$ cat src/rtl/dtc_defs.vh
`ifndef DTC_DEFS_VH
`define DTC_DEFS_VH

// special function register byte addresses
`define DTC_ADDR_CTRL      8'h88
`define DTC_ADDR_MODE      8'h89
`define DTC_ADDR_A_LOW     8'h8a
`define DTC_ADDR_B_LOW     8'h8b
`define DTC_ADDR_A_HIGH    8'h8c
`define DTC_ADDR_B_HIGH    8'h8d
`define DTC_ADDR_PWM       8'h91
`define DTC_ADDR_A_RL_LOW  8'hf2
`define DTC_ADDR_B_RL_LOW  8'hf3
`define DTC_ADDR_A_RL_HIGH 8'hf4
`define DTC_ADDR_B_RL_HIGH 8'hf5

// bit address block of the control register (bit addr = 88h + bit)
`define DTC_CTRL_BIT_BLOCK 5'h11

// control register fields
`define DTC_CTRL_B_OVF     7
`define DTC_CTRL_B_RUN     6
`define DTC_CTRL_A_OVF     5
`define DTC_CTRL_A_RUN     4
`define DTC_CTRL_B_EDGE    3
`define DTC_CTRL_B_TYPE    2
`define DTC_CTRL_A_EDGE    1
`define DTC_CTRL_A_TYPE    0

// mode register fields
`define DTC_MODE_B_GATE    7
`define DTC_MODE_B_SRC     6
`define DTC_MODE_B_M_HI    5
`define DTC_MODE_B_M_LO    4
`define DTC_MODE_A_GATE    3
`define DTC_MODE_A_SRC     2
`define DTC_MODE_A_M_HI    1
`define DTC_MODE_A_M_LO    0

// operating modes
`define DTC_M_VAR          2'h0
`define DTC_M_AR16         2'h1
`define DTC_M_AR8          2'h2
`define DTC_M_SPLIT        2'h3

// reset values
`define DTC_RST_CTRL       8'h00
`define DTC_RST_MODE       8'h00
`define DTC_RST_PWM        8'h24
`define DTC_RST_DATA       8'h00

// variable mode prescaler width in the low byte
`define DTC_PSC_BITS       5

`endif

$ cat src/rtl/dtc_pin_sync.v
`timescale 1ns/100ps
// three stage pin sampler with agreement filter and falling edge pulse
module dtc_pin_sync (
  input  wire clock,    // system clock
  input  wire sys_rst,  // synchronous reset, active high
  input  wire pin,      // asynchronous pin level
  output reg  level_q,  // filtered level
  output reg  fall_q    // one cycle pulse on accepted 1-to-0
);

  reg s1_q;  // metastability catcher, read by s2 only
  reg s2_q;  // second stage
  reg s3_q;  // third stage

  // shift chain; idle level is high so no false edge after reset
  always @(posedge clock) begin
    if (sys_rst) begin
      s1_q    <= 1'b1;
      s2_q    <= 1'b1;
      s3_q    <= 1'b1;
      level_q <= 1'b1;
      fall_q  <= 1'b0;
    end else begin
      s1_q   <= pin;
      s2_q   <= s1_q;
      s3_q   <= s2_q;
      fall_q <= 1'b0;
      // change accepted only when stages two and three agree
      if (s2_q == s3_q) begin
        level_q <= s3_q;
        fall_q  <= level_q & ~s3_q;
      end
    end
  end

endmodule // dtc_pin_sync

$ cat src/rtl/dtc_timer_regs.v
`timescale 1ns/100ps
`include "dtc_defs.vh"

// Operation
// - overflow sets timer overflow flag
// - vectoring to handler clears overflow flag
// - run bit starts and halts timer
// - triggering edge sets external edge flag
// - processed interrupt clears external edge flag
// - type bit: falling edge or low level
// - gating requires pin high plus run
// - source bit: system clock or pin
// - reload pair unused in modes 0,2,3
// - separate 16-bit reload per timer
// - control and mode reset to zero
// - four mode encodings per timer
// - split mode: low byte A, high byte B
// - counter increments on pin falling edge
// - variable mode uses 5-bit prescaler
module dtc_timer_regs (
  input  wire       clock,                  // system clock, 125 MHz
  input  wire       sys_rst,                // synchronous reset, active high
  input  wire [7:0] sfr_addr,               // byte register address
  input  wire       sfr_wr,                 // byte write strobe
  input  wire       sfr_rd,                 // byte read strobe
  input  wire [7:0] sfr_wdata,              // byte write data
  output reg  [7:0] sfr_rdata,              // registered read data
  input  wire [7:0] bit_addr,               // bit address for bit access
  input  wire       bit_wr,                 // bit write strobe
  input  wire       bit_wdata,              // bit write value
  output wire       bit_rdata,              // addressed control bit
  input  wire       ack_timer_a,            // core vectors to timer a handler
  input  wire       ack_timer_b,            // core vectors to timer b handler
  input  wire       ack_ext_a,              // external a interrupt processed
  input  wire       ack_ext_b,              // external b interrupt processed
  input  wire       ext_irq_a_pin,          // external interrupt a pin
  input  wire       ext_irq_b_pin,          // external interrupt b pin
  input  wire       timer_a_input_pin,      // timer a count pin
  input  wire       timer_b_input_pin,      // timer b count pin
  output wire       timer_a_overflow_flag,  // timer a overflow flag
  output wire       timer_b_overflow_flag,  // timer b overflow flag
  output wire       ext_irq_a_edge_flag,    // external a request flag
  output wire       ext_irq_b_edge_flag,    // external b request flag
  output wire [7:0] timer_pwm_control       // pwm control byte, held only
);

  // step the count by one in modes 0..2; returns {overflow, high, low}
  function [16:0] count_step;
    input [1:0] mode;
    input [7:0] hi;
    input [7:0] lo;
    input [7:0] rhi;
    input [7:0] rlo;
    reg   [`DTC_PSC_BITS:0] psc;
    reg   [8:0]  h9;
    reg   [8:0]  l9;
    reg   [16:0] w17;
    begin
      psc = {1'b0, lo[`DTC_PSC_BITS-1:0]} + 1'b1;
      h9  = {1'b0, hi} + 9'h001;
      l9  = {1'b0, lo} + 9'h001;
      w17 = {1'b0, hi, lo} + 17'h00001;
      case (mode)
        // prescaler carry ticks the high byte
        `DTC_M_VAR: begin
          if (psc[`DTC_PSC_BITS])
            count_step = {h9[8], h9[7:0], lo[7:`DTC_PSC_BITS], psc[`DTC_PSC_BITS-1:0]};
          else
            count_step = {1'b0, hi, lo[7:`DTC_PSC_BITS], psc[`DTC_PSC_BITS-1:0]};
        end
        // 16-bit wrap reloads from the reload pair
        `DTC_M_AR16: begin
          if (w17[16])
            count_step = {1'b1, rhi, rlo};
          else
            count_step = w17;
        end
        // low byte wrap reloads from the high byte
        `DTC_M_AR8: begin
          if (l9[8])
            count_step = {1'b1, hi, hi};
          else
            count_step = {1'b0, hi, l9[7:0]};
        end
        default: begin
          count_step = {1'b0, hi, lo};
        end
      endcase
    end
  endfunction

  reg  [7:0] ctrl_q;   // timer_control
  reg  [7:0] ctrl_d;
  reg  [7:0] mode_q;   // timer_mode_select
  reg  [7:0] pwm_q;    // timer_pwm_control
  reg  [7:0] a_lo_q;   // timer_a_count_low
  reg  [7:0] a_lo_d;
  reg  [7:0] a_hi_q;   // timer_a_count_high
  reg  [7:0] a_hi_d;
  reg  [7:0] b_lo_q;   // timer_b_count_low
  reg  [7:0] b_lo_d;
  reg  [7:0] b_hi_q;   // timer_b_count_high
  reg  [7:0] b_hi_d;
  reg  [7:0] a_rl_q;   // timer_a_reload_low
  reg  [7:0] a_rh_q;   // timer_a_reload_high
  reg  [7:0] b_rl_q;   // timer_b_reload_low
  reg  [7:0] b_rh_q;   // timer_b_reload_high
  reg  [7:0] ctrl_w;   // control after software write
  reg        a_ovf;    // timer a overflow event this cycle
  reg        b_ovf;    // timer b overflow event this cycle
  reg  [16:0] a_nx;    // timer a stepped value
  reg  [16:0] b_nx;    // timer b stepped value
  reg  [8:0]  split_hi; // high byte of a in split mode

  wire irq_a_lvl;      // filtered external a level
  wire irq_a_fall;     // external a falling edge
  wire irq_b_lvl;      // filtered external b level
  wire irq_b_fall;     // external b falling edge
  wire tin_a_lvl;      // unused level of count pin a
  wire tin_a_fall;     // count pin a falling edge
  wire tin_b_lvl;      // unused level of count pin b
  wire tin_b_fall;     // count pin b falling edge

  // pin samplers, one per external input
  dtc_pin_sync u_sync_irq_a (
    .clock   (clock),
    .sys_rst (sys_rst),
    .pin     (ext_irq_a_pin),
    .level_q (irq_a_lvl),
    .fall_q  (irq_a_fall)
  );

  dtc_pin_sync u_sync_irq_b (
    .clock   (clock),
    .sys_rst (sys_rst),
    .pin     (ext_irq_b_pin),
    .level_q (irq_b_lvl),
    .fall_q  (irq_b_fall)
  );

  dtc_pin_sync u_sync_tin_a (
    .clock   (clock),
    .sys_rst (sys_rst),
    .pin     (timer_a_input_pin),
    .level_q (tin_a_lvl),
    .fall_q  (tin_a_fall)
  );

  dtc_pin_sync u_sync_tin_b (
    .clock   (clock),
    .sys_rst (sys_rst),
    .pin     (timer_b_input_pin),
    .level_q (tin_b_lvl),
    .fall_q  (tin_b_fall)
  );

  // mode register fields and control run bits
  wire [1:0] timer_a_mode = {mode_q[`DTC_MODE_A_M_HI], mode_q[`DTC_MODE_A_M_LO]};
  wire [1:0] timer_b_mode = {mode_q[`DTC_MODE_B_M_HI], mode_q[`DTC_MODE_B_M_LO]};
  wire timer_a_pin_gating   = mode_q[`DTC_MODE_A_GATE];
  wire timer_b_pin_gating   = mode_q[`DTC_MODE_B_GATE];
  wire timer_a_count_source = mode_q[`DTC_MODE_A_SRC];
  wire timer_b_count_source = mode_q[`DTC_MODE_B_SRC];
  wire timer_a_run          = ctrl_q[`DTC_CTRL_A_RUN];
  wire timer_b_run          = ctrl_q[`DTC_CTRL_B_RUN];
  wire a_split              = (timer_a_mode == `DTC_M_SPLIT);

  wire a_enable = timer_a_run & (~timer_a_pin_gating | irq_a_lvl);
  wire b_enable = timer_b_run & (~timer_b_pin_gating | irq_b_lvl);

  wire a_step = a_enable & (timer_a_count_source ? tin_a_fall : 1'b1);
  wire b_step = b_enable & (timer_b_count_source ? tin_b_fall : 1'b1)
                & (timer_b_mode != `DTC_M_SPLIT);

  // split high byte rides b run
  wire split_step = a_split & timer_b_run;

  // byte write and bit address decode
  wire wr_ctrl = sfr_wr & (sfr_addr == `DTC_ADDR_CTRL);
  wire wr_a_lo = sfr_wr & (sfr_addr == `DTC_ADDR_A_LOW);
  wire wr_a_hi = sfr_wr & (sfr_addr == `DTC_ADDR_A_HIGH);
  wire wr_b_lo = sfr_wr & (sfr_addr == `DTC_ADDR_B_LOW);
  wire wr_b_hi = sfr_wr & (sfr_addr == `DTC_ADDR_B_HIGH);
  wire bit_hit = (bit_addr[7:3] == `DTC_CTRL_BIT_BLOCK);

  reg bit_rd_q;  // bit read data, one cycle behind bit_addr

  // registered bit read so the data output leaves a flop, like the byte port
  always @(posedge clock) begin
    if (sys_rst)
      bit_rd_q <= 1'b0;
    else
      bit_rd_q <= bit_hit ? ctrl_q[bit_addr[2:0]] : 1'b0;
  end

  assign bit_rdata = bit_rd_q;

  // software view of the control register before hardware events
  always @* begin
    ctrl_w = ctrl_q;
    if (wr_ctrl)
      ctrl_w = sfr_wdata;
    else if (bit_wr & bit_hit)
      ctrl_w[bit_addr[2:0]] = bit_wdata;
  end

  // timer a count path
  always @* begin
    a_nx     = count_step(timer_a_mode, a_hi_q, a_lo_q, a_rh_q, a_rl_q);
    split_hi = {1'b0, a_hi_q} + 9'h001;
    a_lo_d   = a_lo_q;
    a_hi_d   = a_hi_q;
    a_ovf    = 1'b0;
    if (a_split) begin
      if (a_step) begin
        a_lo_d = a_lo_q + 8'h01;
        a_ovf  = (a_lo_q == 8'hff);
      end
      if (split_step)
        a_hi_d = split_hi[7:0];
    end else if (a_step) begin
      a_lo_d = a_nx[7:0];
      a_hi_d = a_nx[15:8];
      a_ovf  = a_nx[16];
    end
    // software write wins over counting
    if (wr_a_lo)
      a_lo_d = sfr_wdata;
    if (wr_a_hi)
      a_hi_d = sfr_wdata;
  end

  // timer b count path
  always @* begin
    // b uses its own reload pair
    b_nx   = count_step(timer_b_mode, b_hi_q, b_lo_q, b_rh_q, b_rl_q);
    b_lo_d = b_lo_q;
    b_hi_d = b_hi_q;
    b_ovf  = 1'b0;
    if (b_step) begin
      b_lo_d = b_nx[7:0];
      b_hi_d = b_nx[15:8];
      // overflow flag b owned by split high byte when a is split
      b_ovf  = b_nx[16] & ~a_split;
    end
    if (split_step & (a_hi_q == 8'hff))
      b_ovf = 1'b1;
    if (wr_b_lo)
      b_lo_d = sfr_wdata;
    if (wr_b_hi)
      b_hi_d = sfr_wdata;
  end

  // control flags: hardware set beats any clear in the same cycle
  always @* begin
    ctrl_d = ctrl_w;
    ctrl_d[`DTC_CTRL_A_OVF] = a_ovf | (ctrl_w[`DTC_CTRL_A_OVF] & ~ack_timer_a);
    ctrl_d[`DTC_CTRL_B_OVF] = b_ovf | (ctrl_w[`DTC_CTRL_B_OVF] & ~ack_timer_b);
    ctrl_d[`DTC_CTRL_A_EDGE] = (ctrl_q[`DTC_CTRL_A_TYPE] ? irq_a_fall : ~irq_a_lvl)
                               | (ctrl_w[`DTC_CTRL_A_EDGE] & ~ack_ext_a);
    ctrl_d[`DTC_CTRL_B_EDGE] = (ctrl_q[`DTC_CTRL_B_TYPE] ? irq_b_fall : ~irq_b_lvl)
                               | (ctrl_w[`DTC_CTRL_B_EDGE] & ~ack_ext_b);
  end

  // register state
  always @(posedge clock) begin
    if (sys_rst) begin
      ctrl_q <= `DTC_RST_CTRL;
      mode_q <= `DTC_RST_MODE;
      pwm_q  <= `DTC_RST_PWM;
      a_lo_q <= `DTC_RST_DATA;
      a_hi_q <= `DTC_RST_DATA;
      b_lo_q <= `DTC_RST_DATA;
      b_hi_q <= `DTC_RST_DATA;
      a_rl_q <= `DTC_RST_DATA;
      a_rh_q <= `DTC_RST_DATA;
      b_rl_q <= `DTC_RST_DATA;
      b_rh_q <= `DTC_RST_DATA;
    end else begin
      ctrl_q <= ctrl_d;
      a_lo_q <= a_lo_d;
      a_hi_q <= a_hi_d;
      b_lo_q <= b_lo_d;
      b_hi_q <= b_hi_d;
      if (sfr_wr & (sfr_addr == `DTC_ADDR_MODE))
        mode_q <= sfr_wdata;
      if (sfr_wr & (sfr_addr == `DTC_ADDR_PWM))
        pwm_q <= sfr_wdata;
      // reload regs only written by software
      if (sfr_wr & (sfr_addr == `DTC_ADDR_A_RL_LOW))
        a_rl_q <= sfr_wdata;
      if (sfr_wr & (sfr_addr == `DTC_ADDR_A_RL_HIGH))
        a_rh_q <= sfr_wdata;
      if (sfr_wr & (sfr_addr == `DTC_ADDR_B_RL_LOW))
        b_rl_q <= sfr_wdata;
      if (sfr_wr & (sfr_addr == `DTC_ADDR_B_RL_HIGH))
        b_rh_q <= sfr_wdata;
    end
  end

  // registered read port; unmapped addresses read zero
  always @(posedge clock) begin
    if (sys_rst) begin
      sfr_rdata <= 8'h00;
    end else if (sfr_rd) begin
      case (sfr_addr)
        `DTC_ADDR_CTRL:      sfr_rdata <= ctrl_q;
        `DTC_ADDR_MODE:      sfr_rdata <= mode_q;
        `DTC_ADDR_A_LOW:     sfr_rdata <= a_lo_q;
        `DTC_ADDR_B_LOW:     sfr_rdata <= b_lo_q;
        `DTC_ADDR_A_HIGH:    sfr_rdata <= a_hi_q;
        `DTC_ADDR_B_HIGH:    sfr_rdata <= b_hi_q;
        `DTC_ADDR_PWM:       sfr_rdata <= pwm_q;
        `DTC_ADDR_A_RL_LOW:  sfr_rdata <= a_rl_q;
        `DTC_ADDR_B_RL_LOW:  sfr_rdata <= b_rl_q;
        `DTC_ADDR_A_RL_HIGH: sfr_rdata <= a_rh_q;
        `DTC_ADDR_B_RL_HIGH: sfr_rdata <= b_rh_q;
        default:             sfr_rdata <= 8'h00;
      endcase
    end
  end

  // flag outputs straight from the control register
  assign timer_a_overflow_flag = ctrl_q[`DTC_CTRL_A_OVF];
  assign timer_b_overflow_flag = ctrl_q[`DTC_CTRL_B_OVF];
  assign ext_irq_a_edge_flag   = ctrl_q[`DTC_CTRL_A_EDGE];
  assign ext_irq_b_edge_flag   = ctrl_q[`DTC_CTRL_B_EDGE];
  assign timer_pwm_control     = pwm_q;

endmodule // dtc_timer_regs

$ cat config.mk
export PLATFORM = sky130hd
export DESIGN_NAME = dtc_timer_regs
export DESIGN_NICKNAME = d
export VERILOG_FILES = /design/src/rtl/dtc_pin_sync.v /design/src/rtl/dtc_timer_regs.v
export VERILOG_INCLUDE_DIRS = /design/src /design/src/rtl
export SDC_FILE = /design/constraint.sdc
export NUM_CORES = 1
export LEC_CHECK = 0
export BUFFER_PORTS_ARGS = -buffer_cell sky130_fd_sc_hd__buf_2
export CORE_ASPECT_RATIO = 1.25
export CORE_MARGIN = 4
export CORE_UTILIZATION = 55
export CTS_CLUSTER_DIAMETER = 30
export DETAILED_ROUTE_END_ITERATION = 12
export PLACE_DENSITY = 0.83
export SYNTH_ARGS = -nofsm -noshare
export SYNTH_HDL_FRONTEND = slang
export SYNTH_SLANG_ARGS = --single-unit
$ cat constraint.sdc
create_clock -name clock -period 2.3 [get_ports clock]
set_clock_uncertainty 0.2 [all_clocks]
set_input_delay 0.115 -clock clock [delete_from_list [all_inputs] [get_ports clock]]
set_output_delay 0.115 -clock clock [all_outputs]
set_load 0.05 [all_outputs]
==> impl_results.md, run 1 <==
- Status: completed
- Fin. Hold Viols: 0
- Critical Path Start: bit_addr[5]
- CTS tree: done
- Worst VDD drop: 0.4377 mV
- Worst path required time: 2.45 ns
- Distinct cells, synth: 87
- Leading cell types in the layout, fill and taps excluded: dfxtp_1, buf_4, nor2_1, mux2i_1, nand2_1
- Gpl congestion: 1.040
- Filler cell count: 999
- Pin count of the biggest net entering global routing: 65
- Mapped Nets: 951
- FF-to-FF Start: b_lo_q[2]
- Sequential-to-total area share from yosys stat: 31.00%
- 1st-iter DRT viols: 938
- Core area: 13350 um2
- FF+latch count, synth: 117
- CP Max Fanout: 4
- Clock Tree Buf Depth: 2
- Antenna cells: 0
- Period utilisation layout: 97.87%
- Fmax: 0.4442 GHz
- Primary FF master, synth: dfxtp_1
- Final setup viols: 0
- Crit path DAT: 2.40 ns
- # IOs: 59
- First-pass GRT wire length: 44190 um
- Die Wd: 112.8 um
- Worst hold-check path type: input pin to flip-flop
- GR Util All Layers: 35.95%
- Pins Over Slew Limit: 0
- Multiplexer area fraction after synthesis: 12.45%
- Final Core Density: 70.13%
- Clk_lat worst skew: 0.43 ns
- Ys async rst share: 0%
- Max_cap viols: 0
- Post-Synth XOR/XNOR Area: 2.319%
- Worst Setup EP: ctrl_q[3]
- Row count: 47
- Initial Utilization: 56.59%
- Synth top area share: 31.00%
- Grt ovf: 0
- Area grow syn2layout: 23.92%
- Fin nets: 1070
- Die span in y: 139.0 um
- Synth area leader: dfxtp_1
- DR WL/cell: 23.59 um
- Netlist Area Pre-Place: 7555 um2
- Final min period: 2.251 ns
- Top cells by area, synth: dfxtp_1, mux2i_1, nor2_1
- Cells after synthesis: 905
- Warnings from Yosys: 0
- Setup_tns: 0 ns
- Synth Area in Simple Gates: 26.13%
- Final ANT Viol Nets: 0
- Most frequent standard cell in the layout excluding fill and tap cells: dfxtp_1
- Root Driver: clkbuf_16
- Tot Pwr: 5.080 mW
- Register-to-Register Path Depth: 6
- Share of cells above drive strength 1: 24.03%
- Hold Startpoint: bit_addr[2]
- Initial antenna violation count: 0
- Slew @ Worst Pin: 0.6918 ns
- Compound-gate portion of the synthesized area: 21.61%
- Worst R2R End: sfr_rdata[2]
- Total CTS buffers: 17
- Synth Area in Adders: 1.325%
- EDFF count, synth: 0
- Pwr dens: 542.7 nW/um2
- Crit path kind: input pin to flip-flop
- Routed wire length: 28470 um
- Via density: 6.924
- Worst Setup Start Kind: input pin
- Critical path endpoint category: flip-flop
- Clock Sinks: 117
- Residual DRC: 0
- Lkg Pwr: 3.526 nW
- Worst-path clk slew: 0.05 ns
- Reg2Reg Setup Slack: 0.06 ns
- Avg Cell Area, Syn: 8.348 um2
- Largest family of logic cells by synthesized area: simple AND/OR/NAND/NOR gates
- TritonRoute pass-1 iters: 6
- RSZ-0062 raised after global routing: true
- DP Wirelength: 20130 um
- Vias post-DR: 8357
- Port-buffer cells: 58
- Relative slew slack: 53.59%
- H-tree depth: 4
- Die area: 15690 um2
- Vias in the first global route: 8135
==> cell type report <==
class                           instances  area (um2)  share of cell area [%]
Multi-Input combinational cell        695        4868                   52.00
Sequential cell                       117        2347                   25.07
Timing Repair Buffer                  176        1276                   13.63
Inverter                               17       63.81                  0.6816
Clock inverter                          9       127.6                   1.363
Clock buffer                           22       464.2                   4.959
Tap cell                              171       214.0                   2.285
==> Yosys cell counts (all sizes together), types with 6 or more instances <==
cell type and instances:
o21ai 31, nor3b 9, nor4 12, buf 28, a21oi 42, mux2i 67, nor2b 6, a211o 11
o211ai 12, a31oi 8, inv 16, or3 14, nand4 19, xor2 10, nor3 23, and4 6
a22o 9, a221oi 13, nand2b 9, or2 17, a22oi 8, o22ai 9, nand2 67, mux2 8
xnor2 10, ha 8, nor2 87, dfxtp 117, and3 18, clkbuf 48, o2bb2ai 10, a221o 10
nand3 49, a211oi 10, o31ai 8, mux4 8
==> power by group <==
group | leakage (nW) | switching, mW | internal [mW] | total [mW]
Clock | 0.294 | 0.968 | 1.75 | 2.72
Combinational | 2.29 | 0.202 | 0.115 | 0.317
Sequential | 0.947 | 0.00801 | 2.04 | 2.05
==> registers in the layout, indices dropped and copies added, names as in the netlist, 8 cells and up <==
register           count
a_hi_q                 8
mode_q                 8
a_rh_q                 8
ctrl_q                 8
b_rh_q                 8
b_rl_q                 8
sfr_rdata              8
a_rl_q                 8
b_hi_q                 8
a_lo_q                 8
timer_pwm_control      8
b_lo_q                 8
==> through the flow <==
| stage | setup slack (ns) | hold WS [ns] | cell area (um2) | cells |
|---|---|---|---|---|
| finish | 0.04898 | 0.05350 | 9361 | 1207 |
| detailed placement | 0.03301 | 0.1008 | 8462 | 1150 |
| floorplan | 0.03785 | -0.005672 | 7555 | 905 |
| CTS | 0.01529 | 0.04039 | 9304 | 1206 |
| global placement | 0.09123 | 0.09661 | 8462 | 1150 |
| global route | 0.001880 | 0.08584 | 9361 | 1207 |
==> logic make-up after synthesis <==
kind of cell	Yosys count
and+or+nand+nor	359
AOI/OAI and AO/OA	225
buffers and inverters	93
muxes	83
adders and majority gates	8
xor gates and xnor gates	20
DFF	117
==> worst min-delay path by stage <==
| stage | endpoint | slack, ns | cells past startpoint |
|---|---|---|---|
| 4_1_cts | ctrl_q[0] | 0.04 | 4 |
| 3_3_place_gp | u_sync_irq_b.s1_q | 0.1 | 2 |
| 5_1_grt | ctrl_q[2] | 0.09 | 4 |
| 2_1_floorplan | bit_rdata | -0.006 | 1 |
| 6_report | ctrl_q[0] | 0.05 | 4 |
| 3_5_place_dp | u_sync_tin_a.s1_q | 0.10 | 2 |
==> metal layers <==
layer | track usage (%) | wire length, um | part of all wire [%]
met5 | 0 | 0 | 0
met4 | 24.75 | 2265 | 8.0
met3 | 9.079 | 3136 | 11
met2 | 56.74 | 13070 | 46
met1 | 42.46 | 10000 | 35
==> worst max-delay path, cell delays in order <==
cell and delay, ns:
dlygate4sd3_1 0.55, buf_2 0.15, and3b_1 0.31, nand4b_1 0.17, mux2i_1 0.15, a211o_1 0.29, dlygate4sd3_1 0.56, a21oi_1 0.11
==> repair_timing <==
action	4_1_cts	5_1_grt
gates resized for setup	0	15
setup endpoints to repair	0	12
buffers inserted	0	1
hold endpoints to repair	64	0
hold buffers	25	0
No activity file was read; power rests on OpenSTA's default activity.
==> run 2, diff against run 1 <==
--- a/config.mk
+++ b/config.mk
@@ -9,10 +9,10 @@
 export BUFFER_PORTS_ARGS = -buffer_cell sky130_fd_sc_hd__buf_2
 export CORE_ASPECT_RATIO = 1.25
 export CORE_MARGIN = 4
-export CORE_UTILIZATION = 55
+export CORE_UTILIZATION = 59
 export CTS_CLUSTER_DIAMETER = 30
 export DETAILED_ROUTE_END_ITERATION = 12
-export PLACE_DENSITY = 0.83
+export PLACE_DENSITY = 0.85
 export SYNTH_ARGS = -nofsm -noshare
 export SYNTH_HDL_FRONTEND = slang
 export SYNTH_SLANG_ARGS = --single-unit
==> constraint.sdc (replaced) <==
create_clock -name clock -period 2.1 [get_ports clock]
set_clock_uncertainty 0.2 [all_clocks]
set_input_delay 0.105 -clock clock [delete_from_list [all_inputs] [get_ports clock]]
set_output_delay 0.105 -clock clock [all_outputs]
set_load 0.05 [all_outputs]
==> run 2 against run 1 <==
The flow now finishes with violations (setup timing). Clock power increased by 8.5%. Via count grew 7.2%. Worst hold slack improved by 0.010 ns. Power increased by 9.6%. First-iteration DRC count increased by 35%. Sequential power is 9% higher. Sequential cell count unchanged. Critical path depth fell by 2. Setup slack got worse by 0.11 ns. Clock-buffer cell count down 4. Final cell count rose by 4.5%. Critical path type is now flip-flop to flip-flop. Largest cell class unchanged.
==> impl_results.md, run 2 (synthesized netlist as in run 1, its figures left out) <==
- Status: finished with violations
- Failing checks: setup timing
- Routed wire length: 31950 um
- Pre-CTS WS: -0.09740 ns
- CP Max Fanout: 5
- Die area: 14690 um2
- Worst hold-check path type: input pin to flip-flop
- Worst Setup Start Kind: flip-flop
- Met3 wire len: 3346 um
- Placed cells: 1199
- Fmax: 0.4626 GHz
- Gpl congestion: 1.017
- Area grow syn2layout: 33.44%
- Slowest library cell on the worst path: o41ai_2
- Final setup margin: -0.06187 ns
- Residual DRC: 0
- Slowest stage delay, CP: 0.51 ns
- Share of cells above drive strength 1: 33.12%
- Final min period: 2.162 ns
- Worst-path clk slew: 0.07 ns
- DP Wirelength: 21630 um
- Grt ovf: 0
- Setup_tns: -0.09388 ns
- DR WL/cell: 25.34 um
- Fin. Hold Viols: 0
- Crit path DAT: 2.23 ns
- Initial Utilization: 61.27%
- Relative slew slack: 65.51%
- Via density: 7.102
- Final Core Density: 81.76%
- Final setup viols: 6
- Slew @ Worst Pin: 0.5173 ns
- Row count: 45
- Pin count of the biggest net entering global routing: 48
- Pwr dens: 552.2 nW/um2
- Met1 wire length: 10840 um
- Leading cell types in the layout, fill and taps excluded: buf_4, dfxtp_1, nor2_1, mux2i_1, nand2_1
- Metal2 WL: 14460 um
- CTS tree: done
- Root Driver: clkbuf_16
- Critical Path Start: a_lo_q[0]
- Clk_lat worst skew: 0.42 ns
- Placed inst area: 8894 um2
- Final ANT Viol Nets: 0
- Die Wd: 109.2 um
- Core area: 12330 um2
- Vias in the first global route: 8525
- WP buf/inv: 0
- FF-to-FF Start: a_lo_q[0]
- GR Util All Layers: 42.02%
- Hold Startpoint: bit_addr[1]
- Die span in y: 134.5 um
- Top Layer Used: met4
- 1st-iter DRT viols: 1269
- Vias post-DR: 8955
- H-tree depth: 4
- Fin nets: 1129
- Critical Path, Cell by Cell: ha_1, and4_4, nand4_4, nor2_4, a221oi_1, o41ai_2
- Critical path endpoint category: flip-flop
- Port-buffer cells: 58
- First-pass GRT wire length: 47020 um
- Pins Over Slew Limit: 0
- Period utilisation layout: 102.9%
- TritonRoute pass-1 iters: 6
- Lkg Pwr: 3.872 nW
- # IOs: 59
- Max_cap viols: 0
- Clock Tree Buf Depth: 2
- Final Instance Area: 10080 um2
- Worst path required time: 2.17 ns
- Hold Slack: 0.06369 ns
- Crit path kind: flip-flop to flip-flop
- Final non-filler cell total: 1261
- CP delay by family, top: simple AND/OR/NAND/NOR gates
- Tot Pwr: 5.567 mW
- Initial antenna violation count: 1
- Total CTS buffers: 17
- RSZ-0062 raised after global routing: true
- Clock Sinks: 117
- Worst VDD drop: 0.4625 mV
- Most frequent standard cell in the layout excluding fill and tap cells: buf_4
-- run 2: cell types whose count changed in the layout (fill, tap and decap cells not counted), sizes merged --
cell	change
buf	+63
bufinv	-1
clkinvlp	+2
inv	+3
clkinv	+1
dlygate4sd3	-4
diode	+1
clkbuf	-4
-- run 2: cell type report --
cell class | count | area (um2)
Tap cell | 164 | 205.2
Clock inverter | 14 | 151.4
Sequential cell | 117 | 2369
Timing Repair Buffer | 235 | 1719
Fill cell | 770 | 2250
Inverter | 17 | 66.31
Multi-Input combinational cell | 695 | 5129
Antenna cell | 1 | 2.502
Clock buffer | 18 | 439.2
-- run 2: worst reg2reg max path: cells and delay by family, from the launching register on --
kind,cells,cell delay [ns]
compound gates,2,0.62
fa+ha+maj,1,0.22
simple gates,3,0.64
flops,1,0.34
-- run 2: path summary, 6_finish.rpt --
check             cells past startpoint  slack, ns                end
setup / recovery                      6      -0.06          a_lo_q[4]
hold / removal                        4       0.06          ctrl_q[0]
setup reg to reg                      6      -0.06          a_lo_q[4]
hold reg to reg                       1       0.21  u_sync_irq_a.s2_q
-- run 2: repair_timing --
item	4_1_cts	5_1_grt
endpoints found under the hold margin	55	0
hold buffers	21	0
gates resized for setup	12	71
buffers inserted	3	5
endpoints found under the setup margin	13	34
pin swaps	4	17
-- run 2: power by group --
group	internal, mW	switching (mW)	total (mW)
registers	2.23	0.00873	2.24
clock network	1.79	1.16	2.95
logic	0.142	0.243	0.385
total	4.16	1.41	5.57
-- run 2: per-layer routing --
layer	vias up	track usage, %
li1	3777	-
met1	4087	48.85
met2	782	67.93
met3	309	9.278
met4	0	29.31
met5	-	0
